### config.mk
export PLATFORM = sky130hd
export DESIGN_NAME = lsled_seq
export DESIGN_NICKNAME = d
export VERILOG_FILES = /design/src/inc/lsled_pkg.sv /design/src/hdl/lsled_sync.sv /design/src/hdl/lsled_seq.sv
export SDC_FILE = /design/constraint.sdc
export NUM_CORES = 1
export LEC_CHECK = 0
export BUFFER_PORTS_ARGS = -buffer_cell sky130_fd_sc_hd__buf_2
export CAP_MARGIN = 20
export CORE_MARGIN = 2
export CORE_UTILIZATION = 41
export CTS_CLUSTER_DIAMETER = 150
export DETAILED_ROUTE_END_ITERATION = 7
export GPL_TIMING_DRIVEN = 0
export HOLD_SLACK_MARGIN = 0.06
export PLACE_DENSITY_LB_ADDON = 0.3
export SYNTH_ARGS = -nofsm -noshare
export SYNTH_HDL_FRONTEND = slang
export SYNTH_HIERARCHICAL = 1
export SYNTH_SLANG_ARGS = --single-unit
### constraint.sdc
create_clock -name mclk -period 6.6 [get_ports mclk]
set_input_delay 0 -clock mclk [delete_from_list [all_inputs] [get_ports mclk]]
set_output_delay 0 -clock mclk [all_outputs]
set_load 0.05 [all_outputs]
### src/inc/lsled_pkg.sv
// lsled_pkg.sv: constants and types for the lock status indicator sequencer
package lsled_pkg;

  // system clock rate, hz
  localparam int unsigned CLK_HZ        = 40_000_000;

  // start-up red interval, seconds
  localparam int unsigned STARTUP_S     = 10;
  localparam int unsigned STARTUP_CYC   = STARTUP_S * CLK_HZ;

  // slow flash 0.4 hz: period 2500 ms, half period 1250 ms
  localparam int unsigned SLOW_PER_MS   = 2500;
  localparam int unsigned SLOW_HALF_CYC = (SLOW_PER_MS / 2) * (CLK_HZ / 1000);

  // fast flash 6 hz: half period 1/12 s
  localparam int unsigned FAST_HZ       = 6;
  localparam int unsigned FAST_HALF_CYC = CLK_HZ / (2 * FAST_HZ);

  // one-second pulse on time, ms
  localparam int unsigned PULSE_ON_MS   = 100;
  localparam int unsigned PULSE_ON_CYC  = PULSE_ON_MS * (CLK_HZ / 1000);

  // divider counter width, covers 400e6
  localparam int unsigned CNT_W         = 29;

  // sequencer stages, one-hot
  typedef enum logic [4:0] {
    LSLED_ST_START  = 5'h01,
    LSLED_ST_SEARCH = 5'h02,
    LSLED_ST_DETECT = 5'h04,
    LSLED_ST_DECODE = 5'h08,
    LSLED_ST_SYNC   = 5'h10
  } lsled_stage_t;

endpackage : lsled_pkg

### src/hdl/lsled_sync.sv
// lsled_sync.sv: two-flop synchroniser for status inputs
`timescale 1ns/1ps
`default_nettype none

module lsled_sync #(
  parameter int unsigned W = 1
) (
  input  wire logic         mclk,
  input  wire logic         resetn,
  input  wire logic [W-1:0] d,
  output logic      [W-1:0] q
);

  // state: first and second stage
  typedef struct packed {
    logic [W-1:0] s1_r;
    logic [W-1:0] s2_r;
  } lsled_sync_t;

  lsled_sync_t st_r;   // registered state
  lsled_sync_t st_nxt; // next state

  // shift chain; only the second stage is read outside
  always_comb begin
    st_nxt      = st_r;
    st_nxt.s1_r = d;
    st_nxt.s2_r = st_r.s1_r;
  end

  // register, synchronous active-low reset
  always_ff @(posedge mclk) begin
    if (!resetn) begin
      st_r <= '0;
    end else begin
      st_r <= st_nxt;
    end
  end

  assign q = st_r.s2_r;

endmodule : lsled_sync
`default_nettype wire

### src/hdl/lsled_seq.sv
// lsled_seq.sv: red/green status indicator sequencer for the timing receiver
`timescale 1ns/1ps
`default_nettype none

module lsled_seq #(
  parameter int unsigned STARTUP_CYC_P   = lsled_pkg::STARTUP_CYC,
  parameter int unsigned SLOW_HALF_CYC_P = lsled_pkg::SLOW_HALF_CYC,
  parameter int unsigned FAST_HALF_CYC_P = lsled_pkg::FAST_HALF_CYC,
  parameter int unsigned PULSE_ON_CYC_P  = lsled_pkg::PULSE_ON_CYC
) (
  input  wire logic mclk,
  input  wire logic resetn,
  input  wire logic sig_detect,   // engine: signal detected
  input  wire logic sig_locked,   // engine: locked, decoding
  input  wire logic time_valid,   // engine: timing fully decoded
  input  wire logic sec_tick,     // engine: utc second tick pulse
  input  wire logic quality_mode, // select signal-quality indication
  output logic      led_red,
  output logic      led_green
);

  localparam int unsigned CW = lsled_pkg::CNT_W;

  // divider limits sized to the counter
  localparam logic [CW-1:0] START_LIM = CW'(STARTUP_CYC_P - 1);
  localparam logic [CW-1:0] SLOW_LIM  = CW'(SLOW_HALF_CYC_P - 1);
  localparam logic [CW-1:0] FAST_LIM  = CW'(FAST_HALF_CYC_P - 1);
  localparam logic [CW-1:0] PULSE_LIM = CW'(PULSE_ON_CYC_P - 1);

  // engine status arrives from another logic island: resynchronise
  logic [4:0] in_s; // synchronised {mode, tick, valid, lock, detect}

  lsled_sync #(
    .W (5)
  ) u_sync (
    .mclk   (mclk),
    .resetn (resetn),
    .d      ({quality_mode, sec_tick, time_valid, sig_locked, sig_detect}),
    .q      (in_s)
  );

  logic det_s;   // detect, synchronised
  logic lock_s;  // lock, synchronised
  logic valid_s; // decode done, synchronised
  logic tick_s;  // second tick level, synchronised
  logic qual_s;  // quality mode, synchronised

  assign det_s   = in_s[0];
  assign lock_s  = in_s[1];
  assign valid_s = in_s[2];
  assign tick_s  = in_s[3];
  assign qual_s  = in_s[4];

  // whole state of the sequencer
  typedef struct packed {
    lsled_pkg::lsled_stage_t stage_r; // acquisition stage
    logic [CW-1:0]           cnt_r;   // shared divider counter
    logic                    blink_r; // flash phase
    logic                    tick_d_r;// delayed tick for edge detect
    logic                    red_r;   // red output flop
    logic                    green_r; // green output flop
  } lsled_state_t;

  lsled_state_t st_r;   // registered state
  lsled_state_t st_nxt; // next state

  // counter wrap test used by several stages
  function automatic logic at_lim(input logic [CW-1:0] c, input logic [CW-1:0] lim);
    at_lim = (c >= lim);
  endfunction : at_lim

  logic tick_rise; // one-cycle utc second edge
  assign tick_rise = tick_s & ~st_r.tick_d_r;

  // stage sequencing, divider and indicator drive
  always_comb begin
    st_nxt          = st_r;
    st_nxt.tick_d_r = tick_s;
    unique case (st_r.stage_r)
      lsled_pkg::LSLED_ST_START: begin
        // hold red through the start-up interval
        if (at_lim(st_r.cnt_r, START_LIM)) begin
          st_nxt.stage_r = lsled_pkg::LSLED_ST_SEARCH;
          st_nxt.cnt_r   = '0;
        end else begin
          st_nxt.cnt_r = st_r.cnt_r + CW'(1);
        end
      end
      lsled_pkg::LSLED_ST_SEARCH: begin
        st_nxt.cnt_r   = '0;
        st_nxt.blink_r = 1'b1;
        if (det_s) begin
          st_nxt.stage_r = lsled_pkg::LSLED_ST_DETECT;
        end
      end
      lsled_pkg::LSLED_ST_DETECT: begin
        // slow flash; drop back if detection lost
        if (!det_s) begin
          st_nxt.stage_r = lsled_pkg::LSLED_ST_SEARCH;
          st_nxt.cnt_r   = '0;
        end else if (lock_s) begin
          st_nxt.stage_r = lsled_pkg::LSLED_ST_DECODE;
          st_nxt.cnt_r   = '0;
          st_nxt.blink_r = 1'b1;
        end else if (at_lim(st_r.cnt_r, SLOW_LIM)) begin
          st_nxt.cnt_r   = '0;
          st_nxt.blink_r = ~st_r.blink_r;
        end else begin
          st_nxt.cnt_r = st_r.cnt_r + CW'(1);
        end
      end
      lsled_pkg::LSLED_ST_DECODE: begin
        // fast flash until decode done; lock loss steps back
        if (!lock_s) begin
          st_nxt.stage_r = lsled_pkg::LSLED_ST_DETECT;
          st_nxt.cnt_r   = '0;
        end else if (valid_s) begin
          st_nxt.stage_r = lsled_pkg::LSLED_ST_SYNC;
          st_nxt.cnt_r   = '0;
          st_nxt.blink_r = 1'b0;
        end else if (at_lim(st_r.cnt_r, FAST_LIM)) begin
          st_nxt.cnt_r   = '0;
          st_nxt.blink_r = ~st_r.blink_r;
        end else begin
          st_nxt.cnt_r = st_r.cnt_r + CW'(1);
        end
      end
      lsled_pkg::LSLED_ST_SYNC: begin
        // pulse starts on the second edge, lasts a short on time
        if (!lock_s || !valid_s) begin
          st_nxt.stage_r = lsled_pkg::LSLED_ST_DECODE;
          st_nxt.cnt_r   = '0;
          st_nxt.blink_r = 1'b1;
        end else if (tick_rise) begin
          st_nxt.blink_r = 1'b1;
          st_nxt.cnt_r   = '0;
        end else if (st_r.blink_r) begin
          if (at_lim(st_r.cnt_r, PULSE_LIM)) begin
            st_nxt.blink_r = 1'b0;
          end else begin
            st_nxt.cnt_r = st_r.cnt_r + CW'(1);
          end
        end
      end
      default: begin
        // illegal code: restart the sequence
        st_nxt.stage_r = lsled_pkg::LSLED_ST_START;
        st_nxt.cnt_r   = '0;
      end
    endcase
    // indicator drive; quality mode overrides after start-up
    if (st_nxt.stage_r == lsled_pkg::LSLED_ST_START) begin
      st_nxt.red_r   = 1'b1;
      st_nxt.green_r = 1'b0;
    end else if (qual_s) begin
      st_nxt.red_r   = ~lock_s;
      st_nxt.green_r = lock_s;
    end else begin
      st_nxt.red_r   = 1'b0;
      st_nxt.green_r = (st_nxt.stage_r == lsled_pkg::LSLED_ST_SEARCH) | st_nxt.blink_r;
    end
  end

  // state register, synchronous active-low reset
  always_ff @(posedge mclk) begin
    if (!resetn) begin
      st_r         <= '0;
      st_r.stage_r <= lsled_pkg::LSLED_ST_START;
      st_r.red_r   <= 1'b1;
    end else begin
      st_r <= st_nxt;
    end
  end

  assign led_red   = st_r.red_r;
  assign led_green = st_r.green_r;

  // red holds for the whole start-up interval
  start_red_a: assert property (@(posedge mclk) disable iff (!resetn)
    st_r.stage_r == lsled_pkg::LSLED_ST_START |-> led_red && !led_green)
    else $error("red not lit during start-up");

  // searching shows steady green outside quality mode
  search_green_a: assert property (@(posedge mclk) disable iff (!resetn)
    st_r.stage_r == lsled_pkg::LSLED_ST_SEARCH && !$past(qual_s) |-> led_green)
    else $error("green not steady while searching");

  // leaving search needs detection
  detect_enter_a: assert property (@(posedge mclk) disable iff (!resetn)
    $past(st_r.stage_r) == lsled_pkg::LSLED_ST_SEARCH
      && st_r.stage_r == lsled_pkg::LSLED_ST_DETECT |-> $past(det_s))
    else $error("detect stage without detection");

  // fast flash toggles only at its half period
  fast_toggle_a: assert property (@(posedge mclk) disable iff (!resetn)
    st_r.stage_r == lsled_pkg::LSLED_ST_DECODE && $past(st_r.stage_r)
      == lsled_pkg::LSLED_ST_DECODE && $changed(st_r.blink_r)
      |-> $past(st_r.cnt_r) == FAST_LIM)
    else $error("fast flash toggled off schedule");

  // second edge starts the green pulse
  sec_pulse_a: assert property (@(posedge mclk) disable iff (!resetn)
    st_r.stage_r == lsled_pkg::LSLED_ST_SYNC && tick_rise && lock_s && valid_s
      |=> st_r.blink_r)
    else $error("second tick did not start pulse");

  // quality mode mirrors lock
  quality_mode_a: assert property (@(posedge mclk) disable iff (!resetn)
    st_nxt.stage_r != lsled_pkg::LSLED_ST_START && qual_s
      |=> led_green == $past(lock_s) && led_red == !$past(lock_s))
    else $error("quality mode does not show lock");

  // lock loss drops decode back to detect
  lock_loss_a: assert property (@(posedge mclk) disable iff (!resetn)
    st_r.stage_r == lsled_pkg::LSLED_ST_DECODE && !lock_s
      |=> st_r.stage_r == lsled_pkg::LSLED_ST_DETECT)
    else $error("no fallback on lock loss");

  // detection loss drops back to search
  detect_loss_a: assert property (@(posedge mclk) disable iff (!resetn)
    st_r.stage_r == lsled_pkg::LSLED_ST_DETECT && !det_s
      |=> st_r.stage_r == lsled_pkg::LSLED_ST_SEARCH)
    else $error("no fallback on detection loss");

  reach_sync_c:   cover property (@(posedge mclk) st_r.stage_r == lsled_pkg::LSLED_ST_SYNC);
  reach_decode_c: cover property (@(posedge mclk) st_r.stage_r == lsled_pkg::LSLED_ST_DECODE);
  quality_c:      cover property (@(posedge mclk) qual_s && led_green);
  // slow flash actually toggling while a signal is detected
  detect_flash_c: cover property (@(posedge mclk)
    st_r.stage_r == lsled_pkg::LSLED_ST_DETECT && $changed(st_r.blink_r));

endmodule : lsled_seq
`default_nettype wire

==> run summary, run 1 <==
Clk sinks = 48
First-pass GRT wire length = 10.1 mm
Setup TNS Final = 0 ns
Max frequency = 362 MHz
Reg2Reg Launch Point = st_r[4]
I/O pin count = 9
Grt ovf = 0
Multiplexer area fraction after synthesis = 0%
Cells after Synth = 315
Unique masters post-synth = 62
Chip height = 84.7 µm
Max-cap violations = 0
Slew of the pin with the lowest slew margin = 0.615 ns
Number of antenna diodes = 0
Reg2reg end = st_r[9]
Ys flop type = dfxtp_1
Mapped Avg Cell Area = 8.48 µm²
Starting Density = 42.3%
Worst setup EP type = flip-flop
CTS Root Cell = clkbuf_8
Hold path cells = 1
Slowest-stage cell, CP = a311oi_1
Final Skew = 0.00615 ns
RSZ-0062 raised after global routing = false
Largest net degree at the start of global routing = 17
WP data arrival = 2.98 ns
Xor/xnor share of the synthesized area = 7.54%
Slew Limit Fails = 0
Clock share of power = 41.0%
Final wirelength = 6.05 mm
Post-Synth Simple-Gate Area = 34.3%
Gr usage total = 17.5%
Worst min-delay path class = reg -> reg
Synth Area in Compound Gates = 14.7%
Final worst path period need = 2.76 ns
Layout cells sized above 1 = 12.3%
H-tree depth = 2
Worst Hold End = u_sync/q[1]
CTS buffer count = 5
Switching share of power = 22.8%
Synthesized area = 2670 µm²
Internal power = 0.419 mW
Final worst-path cycle share = 41.9%
Post_cts resized = 0
Clock Path Buffers = 2
Vias per cell = 5.51
Wire per inst = 14.4 µm
Vias after detailed routing = 2,308
Count of final hold-check violations = 0
DRT iter0 DRCs = 174
Die width = 84.7 µm
Post-synthesis sequential area ratio = 36.0%
Psw = 0.124 mW
CP Class = reg -> reg
DRC Markers = 0
Rel. slew slack = 58.5%
CTS tree = done
Final setup viols = 0
Lkg Pwr = 1.10 nW
R2r setup slk = 3.84 ns
DRT Pass-1 Iters = 4
Port buffer count = 8
Rows = 29
Worst VDD drop = 0.0000928 V
Design Power = 0.543 mW
Critical path required time = 6.82 ns
Nets = 350
Clk slew on worst S/H paths = 0.09 ns
Adder-Cell Fraction of Synth Area = 0.937%
Register share of total power = 55.0%
Hpwl dp = 4.32 mm
RePlAce Congestion = 0.916
Post-synth EDFFs = 0
Clock latency on the worst-skew pair = 0.31 ns
CP Cell Sequence = ha_1, nor4bb_1, nand4_1, a311oi_1, nor2_1, buf_2, buf_2, nand3_1, xor2_1, nor2_1
Initial antenna violation count = 0
Layout area overhead = 13.5%
Number of global-route vias before repair = 2,122
Post-synthesis register bit count = 48
Area of the core = 6310 µm²
Main combinational cell family by area after synthesis = simple AND/OR/NAND/NOR gates
R2R cell count = 10
Die area = 7170 µm²
Status = finished clean
Crit. Startpoint = st_r[4]
Filler Cells Inserted = 642
Synth warnings = 6
Power per cell area = 179 nW/µm²
Critical Path Start Type = flip-flop
Logic gate share of total power = 4.0%
Synthesized net count = 324
CP max FO = 10
Slowest stage delay, CP = 0.57 ns
Min-delay src = u_sync/st_nxt[1]
Async set-reset flop share out of synthesis = 0%
Routed Antenna Nets = 0
cell families after synthesis:
family	after synthesis
buf+inv	28
simple gates	162
compound gates	52
flops	48
fa+ha+maj	2
xor+xnor	23
Yosys cell counts (7+ instances only):
library cell | number | area (µm²)
nor2_1 | 51 | 191
dfxtp_1 | 48 | 961
and3_1 | 11 | 68.8
xor2_1 | 19 | 166
nand3_1 | 19 | 95.1
and2_1 | 15 | 93.8
nor3_1 | 7 | 35.0
nand4_1 | 16 | 100
inv_1 | 9 | 33.8
nand2_1 | 12 | 45.0
a21oi_1 | 8 | 40.0
repair_timing:
action | in CTS | in global routing
endpoints found under the hold margin | 13 | 0
hold buffers | 11 | 0
setup buffers | 0 | 0
how the worst max path moves through the flow:
| stage | end | slack [ns] | depth (start not counted) |
|---|---|---|---|
| floorplan | st_r[10] | 4.31 | 10 |
| global placement | st_r[9] | 3.87 | 10 |
| detailed placement | st_r[9] | 3.87 | 10 |
| CTS | st_r[9] | 3.84 | 10 |
| global route | st_r[10] | 3.60 | 10 |
| finish | st_r[9] | 3.84 | 10 |
routing by layer:
layer	up-vias	global-route usage, %	share of wire, %
li1	1189	-	-
met1	1063	24.8	51
met2	46	26.3	43
met3	10	3.34	4.1
met4	0	6.78	1.7
met5	-	0	0
through the flow:
step | cells | worst slack, ns | cell area, µm² | hold slack, ns | util (%)
floorplan | 315 | 4.31 | 2670 | 0.114 | -
global placement | 400 | 3.87 | 2810 | 0.202 | 44.5
detailed placement | 400 | 3.87 | 2810 | 0.201 | 44.5
CTS | 419 | 3.84 | 3030 | 0.445 | 48.0
global route | 419 | 3.60 | 3030 | 0.451 | 48.0
finish | 419 | 3.84 | 3030 | 0.442 | 48.0
power by group through the flow:
| stage | Sequential (mW) | Combinational (mW) | Clock [mW] |
|---|---|---|---|
| after CTS | 0.299 | 0.0219 | 0.230 |
| final | 0.299 | 0.0217 | 0.223 |
| after global placement | 0.305 | 0.0168 | 0 |
| after detailed placement | 0.305 | 0.0170 | 0 |
| after global routing | 0.299 | 0.0248 | 0.237 |
| after floorplan | 0.304 | 0.0115 | 0 |
cells in the final DEF (no fill, tap or decap), types with 6 or more instances in the layout:
master         instances
and3_1                11
nor2_1                51
dlygate4sd3_1         11
inv_1                  9
and2_1                15
dfxtp_1               48
a21oi_1                8
nand2_1               12
xor2_1                19
clkbuf_8               6
buf_2                 12
nor3_1                 7
nand3_1               19
nand4_1               16
sequential cells by signal, indices dropped and copies added (netlist names):
register	count
u_sync/q	5
led_red	1
u_sync/st_nxt	5
st_r	36
led_green	1
critical path: cells and delay by family (launching register included):
family	cells	cell delay (ns)
AO/OA/AOI/OAI	1	0.57
XOR/XNOR	1	0.15
adder cells (fa/ha/maj)	1	0.25
buffers and inverters	2	0.44
flip-flops	1	0.47
AND/OR/NAND/NOR	5	0.78
cell type report:
class                           instances  area (µm²)  share of cell area [%]
Clock buffer                            5        68.8                    2.27
Multi-Input combinational cell        239        1540                    50.6
Clock inverter                          3        46.3                    1.53
Inverter                                9        33.8                    1.11
Sequential cell                        48         961                    31.7
Buffer                                 19         140                    4.62
Timing Repair Buffer                   19         150                    4.95
Tap cell                               77        96.3                    3.18
Note: power is estimated with default switching activity, not from simulation.
==> run 2, diff against run 1 <==
- clock period: 6.6 -> 2.7 ns (I/O delays scaled with it)
==> run summary, run 2 (synthesized netlist as in run 1, its figures left out) <==
Max-cap violations = 0 (unchanged)
Most flops, register = st_r
Setup TNS Final = 0 ns (unchanged)
Reg2reg end = st_r[30]
Wire per inst = 14.6 µm (+0.93%)
Slowest stage delay, CP = 0.51 ns (-0.06 ns)
CP Cell Sequence = buf_6, nand4_1, a2111o_1, a21oi_2, nor3_2, nor4b_4, a21o_1, buf_2, buf_4, nor2_1
Slew of the pin with the lowest slew margin = 0.636 ns (+0.0213 ns)
First-pass GRT wire length = 10.1 mm (+0.21%)
Clk sinks = 48 (unchanged)
Largest register FFs = 36 (unchanged)
Filler Cells Inserted = 638 (-0.62%)
Number of global-route vias before repair = 2,121 (-0.047%)
DRT iter0 DRCs = 205 (+18%)
Slowest-stage cell, CP = a2111o_1
RePlAce Congestion = 0.916 (unchanged)
Max frequency = 392 MHz (+8.3%)
Chip height = 84.7 µm (unchanged)
CTS buffer count = 5 (unchanged)
Rows = 29 (unchanged)
Count of final hold-check violations = 0 (unchanged)
Vias per cell = 5.50 (-0.24%)
Logic gate share of total power = 4.0% (about the same)
Reg2Reg Launch Point = st_r[21]
Routed Antenna Nets = 0 (unchanged)
Clock latency on the worst-skew pair = 0.31 ns (about the same)
Power per cell area = 432 nW/µm² (+140%)
Min-delay src = u_sync/st_nxt[1]
Final Hold Slack = 0.442 ns (-0.0000390 ns)
I/O pin count = 9 (unchanged)
Die area = 7170 µm² (unchanged)
Psw = 0.305 mW (+150%)
Final worst-path cycle share = 94.6% (+53 points)
Critical path required time = 2.91 ns (-3.91 ns)
Layout cells sized above 1 = 13.8% (+1.5 points)
Final setup viols = 0 (unchanged)
Setup repair bufs after CTS = 0 (unchanged)
Crit. Startpoint = st_r[21]
Status = finished clean
Area of the core = 6310 µm² (unchanged)
Worst min-delay path class = reg -> reg
Slew Limit Fails = 0 (unchanged)
Number of antenna diodes = 0 (unchanged)
Switching share of power = 22.9% (+0.13 points)
Clock share of power = 41.1% (about the same)
Register share of total power = 54.9% (about the same)
H-tree depth = 2 (unchanged)
Die width = 84.7 µm (unchanged)
Largest net degree at the start of global routing = 17 (unchanged)
CP Class = reg -> reg
Gr usage total = 17.5% (+0.020 points)
CTS Root Cell = clkbuf_8
Most frequent cells in the layout = 51 x nor2_1, 45 x dfxtp_1, 19 x nand3_1, 19 x xor2_1, 16 x nand4_1
Final wirelength = 6.10 mm (+0.69%)
Final worst path period need = 2.55 ns (-0.211 ns)
Nets = 349 (-0.29%)
Hpwl dp = 4.32 mm (unchanged)
CTS tree = done
Final Skew = 0.00333 ns (-0.00282 ns)
DRC Markers = 0 (unchanged)
Most common cell after layout, fill and taps aside = nor2_1
Clk slew on worst S/H paths = 0.09 ns (about the same)
Rel. slew slack = 57.0% (-1.4 points)
Worst Setup EP = st_r[30]
Layout area overhead = 15.5%
R2R cell count = 10 (unchanged)
CP max FO = 10 (unchanged)
Lkg Pwr = 1.13 nW (+2.6%)
Grt ovf = 0 (unchanged)
WP data arrival = 2.77 ns (-0.21 ns)
Dpl ws = -0.0312 ns (-3.90 ns)
R2r setup slk = 0.15 ns (-3.69 ns)
Initial antenna violation count = 0 (unchanged)
Critical Path Start Type = flip-flop
Internal power = 1.03 mW (+140%)
Port buffer count = 8 (unchanged)
Starting Density = 42.3% (unchanged)
Worst setup margin = 0.147 ns (-3.69 ns)
Worst setup EP type = flip-flop
Vias after detailed routing = 2,297 (-0.48%)
Worst VDD drop = 0.000232 V (+150%)
DRT Pass-1 Iters = 4 (unchanged)
Clock Path Buffers = 2 (unchanged)
==> run 2: what timing repair did <==
item / in CTS / in global routing
hold buffers: 11 / 0
pin swaps: 0 / 1
resized for setup: 1 / 10
hold endpoints to repair: 13 / 0
endpoints found under the setup margin: 8 / 26
==> run 2: worst min-delay path by stage <==
stage,slack (ns),endpoint,depth (start not counted)
floorplan,0.11,st_r[37],2
global placement,0.20,u_sync/st_nxt[3],2
detailed placement,0.20,u_sync/st_nxt[3],2
CTS,0.45,u_sync/q[1],1
global route,0.45,u_sync/q[0],1
finish,0.44,u_sync/q[1],1
==> run 2: worst max-delay path: cells and delay by family, from the launching register on <==
kind | cells | cell delay [ns]
buf+inv | 3 | 0.59
flops | 1 | 0.35
compound gates | 3 | 0.81
simple gates | 4 | 0.69
==> run 2: power groups by stage <==
| stage | Combinational [mW] | Clock, mW | Sequential (mW) |
|---|---|---|---|
| 6_report | 0.0530 | 0.548 | 0.731 |
| 5_1_grt | 0.0606 | 0.580 | 0.733 |
| 4_1_cts | 0.0535 | 0.563 | 0.730 |
| 3_5_place_dp | 0.0415 | 0 | 0.746 |
| 3_3_place_gp | 0.0411 | 0 | 0.746 |
| 2_1_floorplan | 0.0282 | 0 | 0.743 |
==> run 2: final cells by class <==
class                           instances  area, µm²  area share (%)
Sequential cell                        48        965            31.3
Tap cell                               77       96.3            3.12
Multi-Input combinational cell        239       1580            51.3
Timing Repair Buffer                   19        150            4.87
Clock buffer                            5       68.8            2.23
Clock inverter                          3       46.3            1.50
Buffer                                 18        141            4.59
Inverter                                9       33.8            1.10
==> run 2: layer usage <==
layer,part of all wire [%],GRT usage (%),vias to the layer above
met2,44,26.3,46
met4,1.8,6.78,0
met1,51,24.8,1050
li1,-,-,1191
met5,0,0,-
met3,3.4,3.34,10
==> run 2: per-stage QoR <==
stage | cells | total power [mW] | util [%] | area, µm²
after floorplan | 315 | 0.771 | - | 2670
after global placement | 400 | 0.787 | 44.5 | 2810
after detailed placement | 400 | 0.788 | 44.5 | 2810
after CTS | 419 | 1.35 | 48.1 | 3040
after global routing | 418 | 1.37 | 48.8 | 3080
final | 418 | 1.33 | 48.8 | 3080
